===== src/hdl/usrt_defines.vh =====
// constants for the serial receiver-transmitter register model
`ifndef USRT_DEFINES_VH
`define USRT_DEFINES_VH
// =============================================
// register byte offsets (word aligned)
`define USRT_A_DATA 6'h00
`define USRT_A_IER 6'h04
`define USRT_A_IID 6'h08
`define USRT_A_LCR 6'h0C
`define USRT_A_MCR 6'h10
`define USRT_A_LSR 6'h14
`define USRT_A_MSR 6'h18
`define USRT_A_CTL 6'h1C
`define USRT_A_STAT 6'h20
`define USRT_A_BMP 6'h24
`define USRT_A_BMC 6'h28
// =============================================
// field positions
`define USRT_LCR_STOP 2
`define USRT_LCR_PEN 3
`define USRT_LCR_EPS 4
`define USRT_LCR_STICK 5
`define USRT_LCR_BRK 6
`define USRT_LCR_DLAB 7
`define USRT_MCR_DTR 0
`define USRT_MCR_RTS 1
`define USRT_MCR_LOOP 4
`define USRT_CTL_RXINT 0
`define USRT_CTL_TXINT 1
`define USRT_CTL_RST 7
`define USRT_STAT_RXEN 7
`define USRT_BMC_MARK 0
// interrupt enable bits
`define USRT_IE_RXT 0
`define USRT_IE_TXT 1
`define USRT_IE_LS 2
`define USRT_IE_MS 3
`define USRT_IE_TO 4
`define USRT_IE_SC 5
`define USRT_IE_TSE 6
// =============================================
// cause codes in bits 3:1, bit 0 high means nothing pending
`define USRT_ID_LS 3'h3
`define USRT_ID_TO 3'h6
`define USRT_ID_RXT 3'h2
`define USRT_ID_TXT 3'h1
`define USRT_ID_TSE 3'h5
`define USRT_ID_MS 3'h0
// =============================================
// reset values and timing
`define USRT_RST_8 8'h00
`define USRT_RST_DIV 16'h0001
`define USRT_OVS_LAST 4'hF
`define USRT_OVS_MID 4'h7
`define USRT_RX_TIMEOUT 2048
`endif


===== src/hdl/usrt_core.v =====
// serial receiver-transmitter with fifos, register file on classic wishbone
//
// Local design decisions: the Wishbone register port and the register addresses.
`timescale 1ns/1ps
`default_nettype none
`include "usrt_defines.vh"
// Function
// - enable bits gate seven interrupt sources
// - line control bit7 maps divisor latches
// - divisor kept as two byte latches
// - line control sets length stop parity break
// - modem control drives dtr rts loopback
// - control bits choose clock source, async
// - control sets fifo thresholds and unit reset
// - 128-entry special character bitmap
// - pointer selects entry, command marks it
// - status write bit7 enables receiver
// - status bit4 shows transmit room
// - tx count falling to threshold flags
// - identification bits 3:1 name top cause
// - status shows head character flags
// - rx count at or above threshold flags
// - long-resident character raises timeout
// - rx entry holds data, special, parity
module usrt_core #(
   parameter DEPTH = 16,
   parameter AW = 4,
   parameter TIMEOUT = `USRT_RX_TIMEOUT
) (
   // clock and reset
   input wire clk_i,
   input wire rst_i,
   // wishbone slave
   input wire cyc_i,
   input wire stb_i,
   input wire we_i,
   input wire [5:0] adr_i,
   input wire [3:0] sel_i,
   input wire [31:0] dat_i,
   output reg [31:0] dat_o,
   output reg ack_o,
   // line side
   input wire baud_source_clock_i,
   input wire rx_clk_i,
   input wire rxd_i,
   input wire cts_n_i,
   input wire dsr_n_i,
   output reg txd_o,
   output reg dtr_n_o,
   output reg rts_n_o,
   output wire irq_o
);
   // =============================================
   // pin synchronisers: three flops, change once last two agree
   localparam NP = 5;
   wire [NP-1:0] pin_raw;
   reg [NP-1:0] s1_q, s2_q, s3_q, pin_q;
   assign pin_raw = {dsr_n_i, cts_n_i, rxd_i, rx_clk_i, baud_source_clock_i};
   genvar g;
   generate
      for (g = 0; g < NP; g = g + 1)
      begin : g_sync
         always @(posedge clk_i)
         begin
            if (rst_i)
            begin
               s1_q[g] <= 1'b1;
               s2_q[g] <= 1'b1;
               s3_q[g] <= 1'b1;
               pin_q[g] <= 1'b1;
            end
            else
            begin
               s1_q[g] <= pin_raw[g];
               s2_q[g] <= s1_q[g];
               s3_q[g] <= s2_q[g];
               if (s2_q[g] == s3_q[g])
                  pin_q[g] <= s3_q[g];
            end
         end
      end
   endgenerate
   reg [NP-1:0] pin_d1_q;
   wire bsc_edge = pin_q[0] & ~pin_d1_q[0];
   wire rxc_edge = pin_q[1] & ~pin_d1_q[1];

   // =============================================
   // registers
   reg [7:0] ier_q, lcr_q, mcr_q, ctl_q;
   reg [15:0] div_q;
   reg [6:0] bmp_q;
   reg [127:0] bitmap_q;
   reg rx_en_q, srst_q;
   reg pe_q, oe_q, bi_q, sc_q, to_q, txthr_q, dcts_q, ddsr_q;
   reg [3:0] iid;
   wire rst_all = rst_i | srst_q;
   wire req = cyc_i & stb_i & ~ack_o;
   wire wr = req & we_i & sel_i[0];
   wire rd = req & ~we_i;
   wire dlab = lcr_q[`USRT_LCR_DLAB];

   // =============================================
   // fifos
   reg [9:0] rxm [0:DEPTH-1];
   reg [7:0] txm [0:DEPTH-1];
   reg [AW-1:0] rxw_q, rxr_q, txw_q, txr_q;
   reg [AW:0] rxn_q, txn_q;
   wire rx_empty = (rxn_q == {(AW+1){1'b0}});
   wire rx_full = (rxn_q == DEPTH[AW:0]);
   wire tx_empty = (txn_q == {(AW+1){1'b0}});
   wire tx_room = (txn_q != DEPTH[AW:0]);
   wire [9:0] rx_head = rxm[rxr_q];
   wire rx_pop = rd & ~dlab & (adr_i == `USRT_A_DATA) & ~rx_empty;
   wire tx_push = wr & ~dlab & (adr_i == `USRT_A_DATA) & tx_room;
   wire rx_thr = ~rx_empty & (rxn_q >= {{(AW-1){1'b0}}, ctl_q[4:3]});

   // =============================================
   // baud generator
   reg [15:0] bcnt_q;
   reg tick_q;
   always @(posedge clk_i)
   begin
      if (rst_all)
      begin
         bcnt_q <= 16'h0000;
         tick_q <= 1'b0;
      end
      else
      begin
         tick_q <= 1'b0;
         if (bsc_edge)
         begin
            // a divisor of zero behaves as one, so the output never stalls
            if (bcnt_q + 16'h0001 >= div_q)
            begin
               bcnt_q <= 16'h0000;
               tick_q <= 1'b1;
            end
            else
               bcnt_q <= bcnt_q + 16'h0001;
         end
      end
   end
   wire rx_tick = ctl_q[`USRT_CTL_RXINT] ? tick_q : rxc_edge;
   wire tx_tick = ctl_q[`USRT_CTL_TXINT] ? tick_q : rxc_edge;

   // =============================================
   // transmitter: whole frame built at load, shifted lsb first
   reg [11:0] tfr_q;
   reg [3:0] tbits_q, tovs_q;
   reg tbusy_q;
   wire [2:0] clen = {1'b0, lcr_q[1:0]} + 3'h4;
   wire [7:0] tdat = txm[txr_q] & (8'hFF >> (3'h7 - clen));
   wire tpar = lcr_q[`USRT_LCR_STICK] ? ~lcr_q[`USRT_LCR_EPS] : (^tdat ^ ~lcr_q[`USRT_LCR_EPS]);
   wire tx_pop = ~tbusy_q & ~tx_empty & tx_tick;
   // parity sits right after the last data bit, stop bits fill the rest
   wire [3:0] tpos = {1'b0, clen} + 4'h2;
   wire [11:0] tbase = {3'h0, tdat, 1'b0};
   wire [11:0] tfr_ins = lcr_q[`USRT_LCR_PEN] ?
                         (tbase | ({11'h000, tpar} << tpos) | (12'hFFF << (tpos + 4'h1)))
                       : (tbase | (12'hFFF << tpos));
   always @(posedge clk_i)
   begin
      if (rst_all)
      begin
         tfr_q <= 12'hFFF;
         tbits_q <= 4'h0;
         tovs_q <= 4'h0;
         tbusy_q <= 1'b0;
      end
      else if (tx_pop)
      begin
         tfr_q <= tfr_ins;
         // start + data + optional parity + one or two stops
         tbits_q <= {1'b0, clen} + 4'h3 + {3'h0, lcr_q[`USRT_LCR_PEN]} + {3'h0, lcr_q[`USRT_LCR_STOP]};
         tovs_q <= 4'h0;
         tbusy_q <= 1'b1;
      end
      else if (tbusy_q & tx_tick)
      begin
         tovs_q <= tovs_q + 4'h1;
         if (tovs_q == `USRT_OVS_LAST)
         begin
            tfr_q <= {1'b1, tfr_q[11:1]};
            tbits_q <= tbits_q - 4'h1;
            if (tbits_q == 4'h1)
               tbusy_q <= 1'b0;
         end
      end
   end
   wire tx_line = tfr_q[0] & ~lcr_q[`USRT_LCR_BRK];

   // =============================================
   // receiver: start checked at mid bit, then one sample per bit
   // loopback ties the receiver to the transmitter
   wire rxd = mcr_q[`USRT_MCR_LOOP] ? tx_line : pin_q[2];
   reg [10:0] rsh_q;
   reg [3:0] rbits_q, rovs_q;
   reg rbusy_q, rdone_q;
   wire [3:0] rtotal = {1'b0, clen} + 4'h2 + {3'h0, lcr_q[`USRT_LCR_PEN]};
   always @(posedge clk_i)
   begin
      if (rst_all)
      begin
         rsh_q <= 11'h000;
         rbits_q <= 4'h0;
         rovs_q <= 4'h0;
         rbusy_q <= 1'b0;
         rdone_q <= 1'b0;
      end
      else
      begin
         rdone_q <= 1'b0;
         if (rx_tick & rx_en_q)
         begin
            if (!rbusy_q)
            begin
               rovs_q <= 4'h0;
               rbits_q <= 4'h0;
               if (!rxd)
                  rbusy_q <= 1'b1;
            end
            else
            begin
               rovs_q <= rovs_q + 4'h1;
               if (rovs_q == `USRT_OVS_MID)
               begin
                  if (rbits_q == 4'h0 && rxd)
                     rbusy_q <= 1'b0;
                  rsh_q <= {rxd, rsh_q[10:1]};
                  rbits_q <= rbits_q + 4'h1;
                  if (rbits_q + 4'h1 == rtotal)
                  begin
                     rbusy_q <= 1'b0;
                     rdone_q <= 1'b1;
                  end
               end
            end
         end
      end
   end
   // align the frame so that the start bit sits at bit 0 and data starts at bit 1
   wire [10:0] rfr = rsh_q >> (4'hB - rtotal);
   wire [7:0] rdat = rfr[8:1] & (8'hFF >> (3'h7 - clen));
   // index kept four bits wide so that long characters do not wrap it
   wire rpbit = rfr[{1'b0, clen} + 4'h2];
   wire rpexp = lcr_q[`USRT_LCR_STICK] ? ~lcr_q[`USRT_LCR_EPS] : (^rdat ^ ~lcr_q[`USRT_LCR_EPS]);
   wire rperr = lcr_q[`USRT_LCR_PEN] & (rpbit != rpexp);
   wire rbrk = (rfr == 11'h000);
   // bitmap classifies by low seven bits
   wire rspec = bitmap_q[rdat[6:0]];
   wire rx_push = rdone_q & ~rx_full & ~rbrk;

   // =============================================
   // fifo pointers, flags and timeout
   reg [11:0] tocnt_q;
   always @(posedge clk_i)
   begin
      if (rst_all)
      begin
         rxw_q <= {AW{1'b0}};
         rxr_q <= {AW{1'b0}};
         rxn_q <= {(AW+1){1'b0}};
         txw_q <= {AW{1'b0}};
         txr_q <= {AW{1'b0}};
         txn_q <= {(AW+1){1'b0}};
         tocnt_q <= 12'h000;
         to_q <= 1'b0;
         txthr_q <= 1'b0;
      end
      else
      begin
         if (rx_push)
         begin
            // data with special and parity flags
            rxm[rxw_q] <= {rperr, rspec, rdat};
            rxw_q <= rxw_q + {{(AW-1){1'b0}}, 1'b1};
         end
         if (rx_pop)
            rxr_q <= rxr_q + {{(AW-1){1'b0}}, 1'b1};
         rxn_q <= rxn_q + {{AW{1'b0}}, rx_push} - {{AW{1'b0}}, rx_pop};
         if (tx_push)
         begin
            txm[txw_q] <= dat_i[7:0];
            txw_q <= txw_q + {{(AW-1){1'b0}}, 1'b1};
         end
         if (tx_pop)
            txr_q <= txr_q + {{(AW-1){1'b0}}, 1'b1};
         txn_q <= txn_q + {{AW{1'b0}}, tx_push} - {{AW{1'b0}}, tx_pop};
         // set on decrement to threshold, set wins over clear
         if (tx_pop & ~tx_push & (txn_q - {{AW{1'b0}}, 1'b1} == {{(AW-1){1'b0}}, ctl_q[6:5]}))
            txthr_q <= 1'b1;
         else if (tx_push | (rd & adr_i == `USRT_A_IID & iid[3:1] == `USRT_ID_TXT & ~iid[0]))
            txthr_q <= 1'b0;
         // counts receive clocks while a character waits
         if (rx_push | rx_pop | rx_empty)
            tocnt_q <= 12'h000;
         // counter parks one past the limit, so a read never meets a repeated set
         else if (rx_tick & (tocnt_q != TIMEOUT[11:0] + 12'h001))
            tocnt_q <= tocnt_q + 12'h001;
         if (rx_tick & ~rx_empty & (tocnt_q == TIMEOUT[11:0]))
            to_q <= 1'b1;
         else if (rx_pop)
            to_q <= 1'b0;
      end
   end

   // =============================================
   // interrupt priority
   wire ls_pend = (ier_q[`USRT_IE_LS] & (pe_q | oe_q | bi_q)) | (ier_q[`USRT_IE_SC] & sc_q);
   wire ms_pend = ier_q[`USRT_IE_MS] & (dcts_q | ddsr_q);
   always @*
   begin
      // each source gated by its enable
      // highest pending cause in bits 3:1
      iid = 4'h1;
      if (ls_pend)
         iid = {`USRT_ID_LS, 1'b0};
      else if (ier_q[`USRT_IE_TO] & to_q)
         iid = {`USRT_ID_TO, 1'b0};
      else if (ier_q[`USRT_IE_RXT] & rx_thr)
         iid = {`USRT_ID_RXT, 1'b0};
      else if (ier_q[`USRT_IE_TXT] & txthr_q)
         iid = {`USRT_ID_TXT, 1'b0};
      else if (ier_q[`USRT_IE_TSE] & tx_empty & ~tbusy_q)
         iid = {`USRT_ID_TSE, 1'b0};
      else if (ms_pend)
         iid = {`USRT_ID_MS, 1'b0};
   end
   assign irq_o = ~iid[0];

   // =============================================
   // register writes, sticky line and modem flags
   always @(posedge clk_i)
   begin
      if (rst_all)
      begin
         ier_q <= `USRT_RST_8;
         lcr_q <= `USRT_RST_8;
         mcr_q <= `USRT_RST_8;
         ctl_q <= `USRT_RST_8;
         div_q <= `USRT_RST_DIV;
         bmp_q <= 7'h00;
         bitmap_q <= {128{1'b0}};
         rx_en_q <= 1'b0;
         pe_q <= 1'b0;
         oe_q <= 1'b0;
         bi_q <= 1'b0;
         sc_q <= 1'b0;
         dcts_q <= 1'b0;
         ddsr_q <= 1'b0;
         pin_d1_q <= {NP{1'b1}};
      end
      else
      begin
         pin_d1_q <= pin_q;
         if (wr)
         begin
            case (adr_i)
               `USRT_A_DATA: if (dlab) div_q[7:0] <= dat_i[7:0];
               `USRT_A_IER:
               begin
                  if (dlab)
                     div_q[15:8] <= dat_i[7:0];
                  else
                     ier_q <= {1'b0, dat_i[6:0]};
               end
               `USRT_A_LCR: lcr_q <= dat_i[7:0];
               `USRT_A_MCR: mcr_q <= dat_i[7:0] & 8'h13;
               // thresholds held, reset bit never stored
               `USRT_A_CTL: ctl_q <= {1'b0, dat_i[6:0]};
               `USRT_A_STAT: rx_en_q <= dat_i[`USRT_STAT_RXEN];
               `USRT_A_BMP: bmp_q <= dat_i[6:0];
               `USRT_A_BMC: bitmap_q[bmp_q] <= dat_i[`USRT_BMC_MARK];
               default: ;
            endcase
         end
         // sticky flags: a new event in the read cycle survives
         pe_q <= (rx_push & rperr) | (pe_q & ~(rd & adr_i == `USRT_A_LSR));
         sc_q <= (rx_push & rspec) | (sc_q & ~(rd & adr_i == `USRT_A_LSR));
         bi_q <= (rdone_q & rbrk) | (bi_q & ~(rd & adr_i == `USRT_A_LSR));
         oe_q <= (rdone_q & rx_full) | (oe_q & ~(rd & adr_i == `USRT_A_LSR));
         dcts_q <= (pin_q[3] ^ pin_d1_q[3]) | (dcts_q & ~(rd & adr_i == `USRT_A_MSR));
         ddsr_q <= (pin_q[4] ^ pin_d1_q[4]) | (ddsr_q & ~(rd & adr_i == `USRT_A_MSR));
      end
   end

   // =============================================
   // unit reset pulse, bus answer and read data
   always @(posedge clk_i)
   begin
      if (rst_i)
      begin
         srst_q <= 1'b0;
         ack_o <= 1'b0;
         dat_o <= 32'h00000000;
         txd_o <= 1'b1;
         dtr_n_o <= 1'b1;
         rts_n_o <= 1'b1;
      end
      else
      begin
         // control bit7 resets all but the pin synchronisers and the registers of this block for one cycle
         srst_q <= wr & (adr_i == `USRT_A_CTL) & dat_i[`USRT_CTL_RST];
         ack_o <= req;
         // loopback keeps the line idle and modem outputs inactive
         txd_o <= mcr_q[`USRT_MCR_LOOP] | tx_line;
         // modem outputs, active low on the pins
         dtr_n_o <= ~mcr_q[`USRT_MCR_DTR] | mcr_q[`USRT_MCR_LOOP];
         rts_n_o <= ~mcr_q[`USRT_MCR_RTS] | mcr_q[`USRT_MCR_LOOP];
         if (rd)
         begin
            case (adr_i)
               `USRT_A_DATA: dat_o <= {24'h000000, dlab ? div_q[7:0] : rx_head[7:0]};
               `USRT_A_IER: dat_o <= {24'h000000, dlab ? div_q[15:8] : ier_q};
               `USRT_A_IID: dat_o <= {28'h0000000, iid};
               `USRT_A_LCR: dat_o <= {24'h000000, lcr_q};
               `USRT_A_MCR: dat_o <= {24'h000000, mcr_q};
               `USRT_A_LSR: dat_o <= {25'h0000000, tx_empty & ~tbusy_q, sc_q, bi_q, 1'b0, pe_q, oe_q, ~rx_empty};
               `USRT_A_MSR: dat_o <= {26'h0000000, ~pin_q[4], ~pin_q[3], 2'b00, ddsr_q, dcts_q};
               `USRT_A_CTL: dat_o <= {24'h000000, ctl_q};
               // head character flags shown before the read
               `USRT_A_STAT: dat_o <= {24'h000000, rx_en_q, tx_empty, txthr_q, tx_room, to_q,
                                       ~rx_empty & rx_head[8], ~rx_empty & rx_head[9], rx_thr};
               default: dat_o <= 32'h00000000;
            endcase
         end
      end
   end
endmodule // usrt_core
`default_nettype wire


===== config.mk =====
export PLATFORM = sky130hd
export DESIGN_NAME = usrt_core
export DESIGN_NICKNAME = d
export VERILOG_FILES = /design/src/hdl/usrt_core.v
export VERILOG_INCLUDE_DIRS = /design/src /design/src/hdl
export SDC_FILE = /design/constraint.sdc
export NUM_CORES = 1
export LEC_CHECK = 0
export BUFFER_PORTS_ARGS = -buffer_cell sky130_fd_sc_hd__buf_4
export CORE_MARGIN = 8
export CORE_UTILIZATION = 35
export DETAILED_ROUTE_END_ITERATION = 12
export PLACE_DENSITY = 0.62
export SKIP_CTS_REPAIR_TIMING = 1
export SLEW_MARGIN = 15
export SYNTH_ARGS = -nofsm -noshare
export SYNTH_HDL_FRONTEND = slang
export SYNTH_SLANG_ARGS = --single-unit

===== constraint.sdc =====
create_clock -name clk_i -period 7.65 [get_ports clk_i]
set_input_delay 1.9125 -clock clk_i [delete_from_list [all_inputs] [get_ports clk_i]]
set_output_delay 1.9125 -clock clk_i [all_outputs]
set_load 0.05 [all_outputs]

# Word-level counts from Yosys, hierarchy flattened
# Memory sizes are Yosys's and may differ from the RTL's. A register that Yosys moved wholly into a read port is not among the register bits.
# Cells that the tools add are included.
[op_classes]
n_eq_ne = 27
mux = 57
n_bitwise = 105
reduce_logical = 31
magnitude_cmp = 6
n_addsub = 24
n_shift = 5
[ops]
columns = ["cell", "count"]
rows = [
  ["$bwmux 128", 1],
  ["$pmux 8 s9", 1],
  ["$mux 4", 15],
  ["$and 1x1->1", 55],
  ["$mux 12", 4],
  ["$add 4x1->4 const B", 8],
  ["$mux 1", 30],
  ["$eq 6x5->1 const B", 4],
  ["$not 1->1", 24],
  ["$or 9x12->12", 2],
  ["$shl 12x4->12 const A", 2],
  ["$eq 6x6->1 const B", 3],
  ["$or 1x1->1", 17],
  ["$add 16x1->16 const B", 1],
  ["$and 8x8->8", 2],
  ["$ge 16x16->1", 1],
  ["$lt 7x8->1 const B", 2],
  ["$mux 16", 1],
  ["$mux 8", 2],
  ["$reduce_and 2->1", 8],
  ["$reduce_xor 8->1", 2],
  ["$reduce_and 3->1", 5],
  ["$add 12x1->12 const B", 1],
  ["$add 4x1->4", 3],
  ["42 further kinds", 61],
]
[word_totals]
output_inout_bits = 37
reg_bits = 344
in_bits = 52
mem_bits_rw = 288
word_cells = 319
mem_count = 2
[mem_list]
columns = ["name", "depth", "width", "rd", "rd_clocked_by_memory_dff", "write_ports", "line", "rtl"]
rows = [
  ["rxm", 16, 10, 1, 1, 1, "usrt_core.v:104", "reg [9:0] rxm [0:DEPTH-1];"],
  ["txm", 16, 8, 1, 1, 1, "usrt_core.v:105", "reg [7:0] txm [0:DEPTH-1];"],
]

# Logic depth before layout (Yosys ltp)
[logic_depth]
depth_word = 14
depth_mapped = 25

# Worst setup path before layout
# Ideal clock, no wire load.
[synth_timing]
kind = "input-to-reg"
start = "input adr_i[1]"
end = "register txn_q[4]"
path_stages = 14
slack_ns = 2.839
t_required_ns = 7.580
arrival_time_ns = 4.740
path_cell_list = "nor2_1 nand2_1 or3_1 clkbuf_1 nor2_1 nand2_1 ha_1 inv_1 ha_1 fa_1 a21oi_1 nor2_1 or3_1 a21oi_1"
[synth_via]
elab_chain_cells = 5
[synth_rtl]
columns = ["item", "line", "rtl"]
rows = [
  ["start: declaration", "usrt_core.v:37", "input wire [5:0] adr_i,"],
  ["$logic_not 6->1", "-", ""],
  ["$and 1x1->1 (2 in series)", "usrt_core.v:114", "wire tx_push = wr & ~dlab & (adr_i == `USRT_A_DATA) & tx_room;"],
  ["$add 5x1->5", "usrt_core.v:289", "txn_q <= txn_q + {{AW{1'b0}}, tx_push} - {{AW{1'b0}}, tx_pop};"],
  ["$sub 5x1->5", "usrt_core.v:289", ""],
  ["end signal: assignment", "usrt_core.v:266", "txn_q <= {(AW+1){1'b0}};"],
  ["end signal: assignment", "usrt_core.v:289", ""],
  ["end: declaration", "usrt_core.v:107", "reg [AW:0] rxn_q, txn_q;"],
]
# Every way passes these cells.
# A chain may end at the register's enable or synchronous reset.

# Final worst setup path
[layout_timing]
start = "register lcr_q[3]"
end = "memory rxm[13][8] (data pin)"
[layout_via]
elab_chain_cells = 6
[layout_rtl]
columns = ["item", "line", "rtl"]
rows = [
  ["start: declaration", "usrt_core.v:89", "reg [7:0] ier_q, lcr_q, mcr_q, ctl_q;"],
  ["start signal: assignment", "usrt_core.v:339", "lcr_q <= `USRT_RST_8;"],
  ["start signal: assignment", "usrt_core.v:368", "`USRT_A_LCR: lcr_q <= dat_i[7:0];"],
  ["$add 4x1->4", "usrt_core.v:200", "wire [3:0] rtotal = {1'b0, clen} + 4'h2 + {3'h0, lcr_q[`USRT_LCR_PEN]};"],
  ["$sub 4x4->4", "usrt_core.v:243", "wire [10:0] rfr = rsh_q >> (4'hB - rtotal);"],
  ["$shr 11x4->11", "usrt_core.v:243", ""],
  ["$and 8x8->8", "usrt_core.v:244", "wire [7:0] rdat = rfr[8:1] & (8'hFF >> (3'h7 - clen));"],
  ["$bmux 1 s7", "usrt_core.v:251", "wire rspec = bitmap_q[rdat[6:0]];"],
  ["$mux 1 (implied by the code)", "usrt_core.v:251", ""],
  ["net rspec", "usrt_core.v:251", ""],
  ["end: declaration", "usrt_core.v:104", ""],
]
# The timed path passes the listed nets, and every way through them passes these cells. The select of a mux whose other input is x is not followed.

==> metrics.md <==
| Metric | Value |
|---|---|
| Min-Delay Path Class | `register to register` |
| Total Routed Length | `72,700 um` |
| First-pass GRT wire length | `112,000 um` |
| Switch share | `21.1%` |
| Routed via count | `20.0k` |
| Fraction of registers with async set/reset | `0%` |
| Final hold viol count | `0` |
| WL/cell | `20.0 um` |
| Die width | `299 um` |
| Switching power | `1.43 mW` |
| Initial antenna violation count | `1` |
| Worst setup EP type | `register` |
| Critical path peak fanout | `26` |
| Compound-gate portion of the synthesized area | `10.4%` |
| Initial core utilization | `35.4%` |
| IO buf count | `37` |
| Largest net degree at the start of global routing | `122` |
| Yosys top cell area share | `30.9%` |
| Max-slew violations | `0` |
| Adder-cell share of the synthesized area | `3.30%` |
| Std cell rows | `103` |
| Main synth FF type | `dfxtp_1` |
| Vias in the first global route | `~20k` |
| Unique masters post-synth | `79` |
| Avg Cell Area, Syn | `11.0 sq um` |
| Post-synthesis mux area share | `11.8%` |
| Part of the cycle the worst path needs | `85.0%` |
| Later-pin clock latency in the skew report | `slightly above 600 ps` |
| DIE HEIGHT | `299 um` |
| Root Buffer | `clkbuf_16` |
| Ant. Diodes | `0` |
| Placed cell areas | `0.0290 sq mm` |
| Most frequent cells in the layout | `325 x dfxtp_1, 288 x edfxtp_1, 208 x nor2_1, 208 x nand2_1, 193 x nand3_1` |
| Layout area overhead | `11.9%` |
| GRT overflow | `0` |
| Slew HR | `a little over a quarter` |
| Status | `completed` |
| Core Region | `0.0790 sq mm` |
| VDD IR-drop max | `131 uV` |
| Post-synthesis simple-gate area fraction | `a little over an eighth` |
| GP Congestion | `0.927` |
| Main combinational cell family by area after synthesis | `simple AND/OR/NAND/NOR gates` |
| Critical path type | `register to register` |
| I/O pin cnt | `89` |
| Power Dens Cells | `217 mW/mm^2` |
| Worst Max-Slew Pin Slew | `roughly 1100 ps` |
| Setup crit start kind | `register` |
| Final min period | `6500 ps` |
| Starting DRT DRC Count | `1,878` |
| Required time of the critical path | `between 7000 and 8000 ps` |
| Clock power share | `approximately 48%` |
| Pwr Total | `6.79 mW` |
| Cell area after synthesis | `around 0.028 sq mm` |
| Final worst slack | `~1100 ps` |
| Final non-filler cell total | `approximately 3.6k` |
| Total GRT Usage | `15.6%` |
| Vias per cell | `5.51` |
| Layout cells sized above 1 | `12.0%` |
| Design area | `0.0313 sq mm` |
| Drt first pass iters | `8` |
| EDFF count, synth | `between 200 and 300` |
| CTS HTree Levels | `3` |
| Placed cells | `3,505` |
| CP arrival | `6820 ps` |
| Max Root-Sink Buffers | `3` |
| Clock sink count | `615` |
| P_leak | `10.4 nW` |
| Post-Synth XOR/XNOR Area | `approximately 2.4%` |
| Die ar. | `0.0892 sq mm` |
| DRT antenna net count | `0` |
| Post-synthesis sequential area ratio | `54.4%` |
| Clk slew on worst S/H paths | `60 ps` |
| Filler instances | `7,416` |
| Reg power frac | `50.6%` |
| Worst Clk Skew | `18.8 ps` |
| Comb pwr share | `roughly 1.8%` |
| Internal power | `5.35 mW` |
| Final setup viols | `0` |
| Fmax | `154 MHz` |
| Commonest non-fill, non-tap cell in the layout | `dfxtp_1` |
| Mapped Cells | `about 2.5k` |
| CTS tree | `done` |
| CTS Buf Count | `67` |
| Area contributors post-synth | `edfxtp_1 31%, dfxtp_1 23%, mux4_2 7.2%, mux2i_1 4.1%, nand3_1 3.5%` |
| Register bit total from synthesis | `615` |
| Place WS | `~1400 ps` |
| Total Neg Setup Slack | `0 ps` |
| RSZ-0062 raised after global routing | `false` |
| Total of max-cap violations | `0` |
| Synth Warn # | `0` |
| DP HPWL | `46,700 um` |
| Area leader, netlist | `edfxtp_1` |
| Count of nets after finishing | `2,648` |
| DRC errors left | `0` |
-- path summary, 6_finish.rpt --
path / start / end / slack [ps] / cells after the start
worst min register to register: s1_q[2]$_SDFF_PP1_ / s2_q[2]$_SDFF_PP1_ / 410 / 1
worst min-delay path: s1_q[2]$_SDFF_PP1_ / s2_q[2]$_SDFF_PP1_ / 410 / 1
worst max register to register: lcr_q[3]$_SDFFE_PP0P_ / rxm[13][8]$_DFFE_PP_ / 1150 / 14
worst max-delay path: lcr_q[3]$_SDFFE_PP0P_ / rxm[13][8]$_DFFE_PP_ / 1150 / 14
-- final cells by class --
type | count | area, sq um | share of cell area, %
Clock inverter | 37 | 329 | 1.05
Clock buffer | 87 | 1880 | 6.00
Inverter | 72 | 270 | 0.864
Sequential cell | 615 | 15200 | 48.6
Tap cell | 1050 | 1310 | 4.20
Multi-Input combinational cell | 1700 | 11800 | 37.6
Timing Repair Buffer | 68 | 518 | 1.66
-- kinds of logic after synthesis --
logic type | Yosys count
other | 1
flip-flops | 615
adder cells (fa/ha/maj) | 72
XOR/XNOR | 76
buffers and inverters | 251
AND/OR/NAND/NOR | 814
AO/OA/AOI/OAI | 498
multiplexers | 216
-- cell usage after synthesis (7+ instances only) --
master / n
o211ai_1: 15
a21oi_1: 186
and2_1: 27
a221oi_1: 7
xor2_1: 29
edfxtp_1: 288
nor3_1: 35
nand4_1: 16
dfxtp_1: 327
or2_2: 20
nor4_1: 10
mux2i_1: 115
nand3b_1: 8
nor2_1: 210
mux2_2: 10
or3_1: 15
nand2b_1: 17
buf_4: 28
inv_1: 68
nor2b_1: 10
buf_6: 7
mux4_2: 89
and3_1: 20
o21ai_0: 180
a311oi_1: 8
a21o_1: 13
buf_2: 15
nand2_1: 208
buf_1: 15
xnor2_1: 46
a22oi_1: 13
nand3_1: 193
a32oi_1: 7
a31oi_1: 10
clkbuf_1: 113
ha_1: 69
-- registers in the layout, indices dropped and copies added (netlist names), 7 cells and up, named ones only --
register and count:
rxm 160, bitmap_q 128, txm 128, bcnt_q 16
div_q 16, tfr_q 12, tocnt_q 12, rsh_q 11
dat_o 8, lcr_q 8, bmp_q 7, ctl_q 7
ier_q 7
-- metrics by stage --
step           util, %  hold slack (ps)
2_1_floorplan        -              370
3_3_place_gp      36.8              402
3_5_place_dp      36.8              401
4_1_cts           39.5              414
5_1_grt           39.6              424
6_report          39.6              413
-- power by group through the flow --
stage	logic, mW	clock network, mW	registers [mW]
2_1_floorplan	0.0805	0	3.51
3_3_place_gp	0.118	0	3.50
3_5_place_dp	0.121	0	3.50
4_1_cts	0.122	3.30	3.43
5_1_grt	0.131	3.42	3.43
6_report	0.124	3.23	3.43
-- metal layers --
layer | vias up | GRT usage [%] | part of all wire [%]
li1 | 9201 | - | -
met1 | 9836 | 20.9 | 43
met2 | 815 | 25.3 | 47
met3 | 159 | 2.91 | 7.6
met4 | 0 | 5.54 | 2.9
met5 | - | 0 | 0
-- critical path, cell delays in order (launching register included) --
cell and delay (ps):
dfxtp_1 680, inv_1 190, ha_1 910, inv_1 300
o22ai_1 520, a21oi_2 120, buf_4 200, inv_1 580
nand2_1 560, nor2_1 460, a2111oi_4 130, o211ai_1 140
a21oi_1 110, nor4_1 770, or2_1 540
Power figures use the tool's default switching activity.
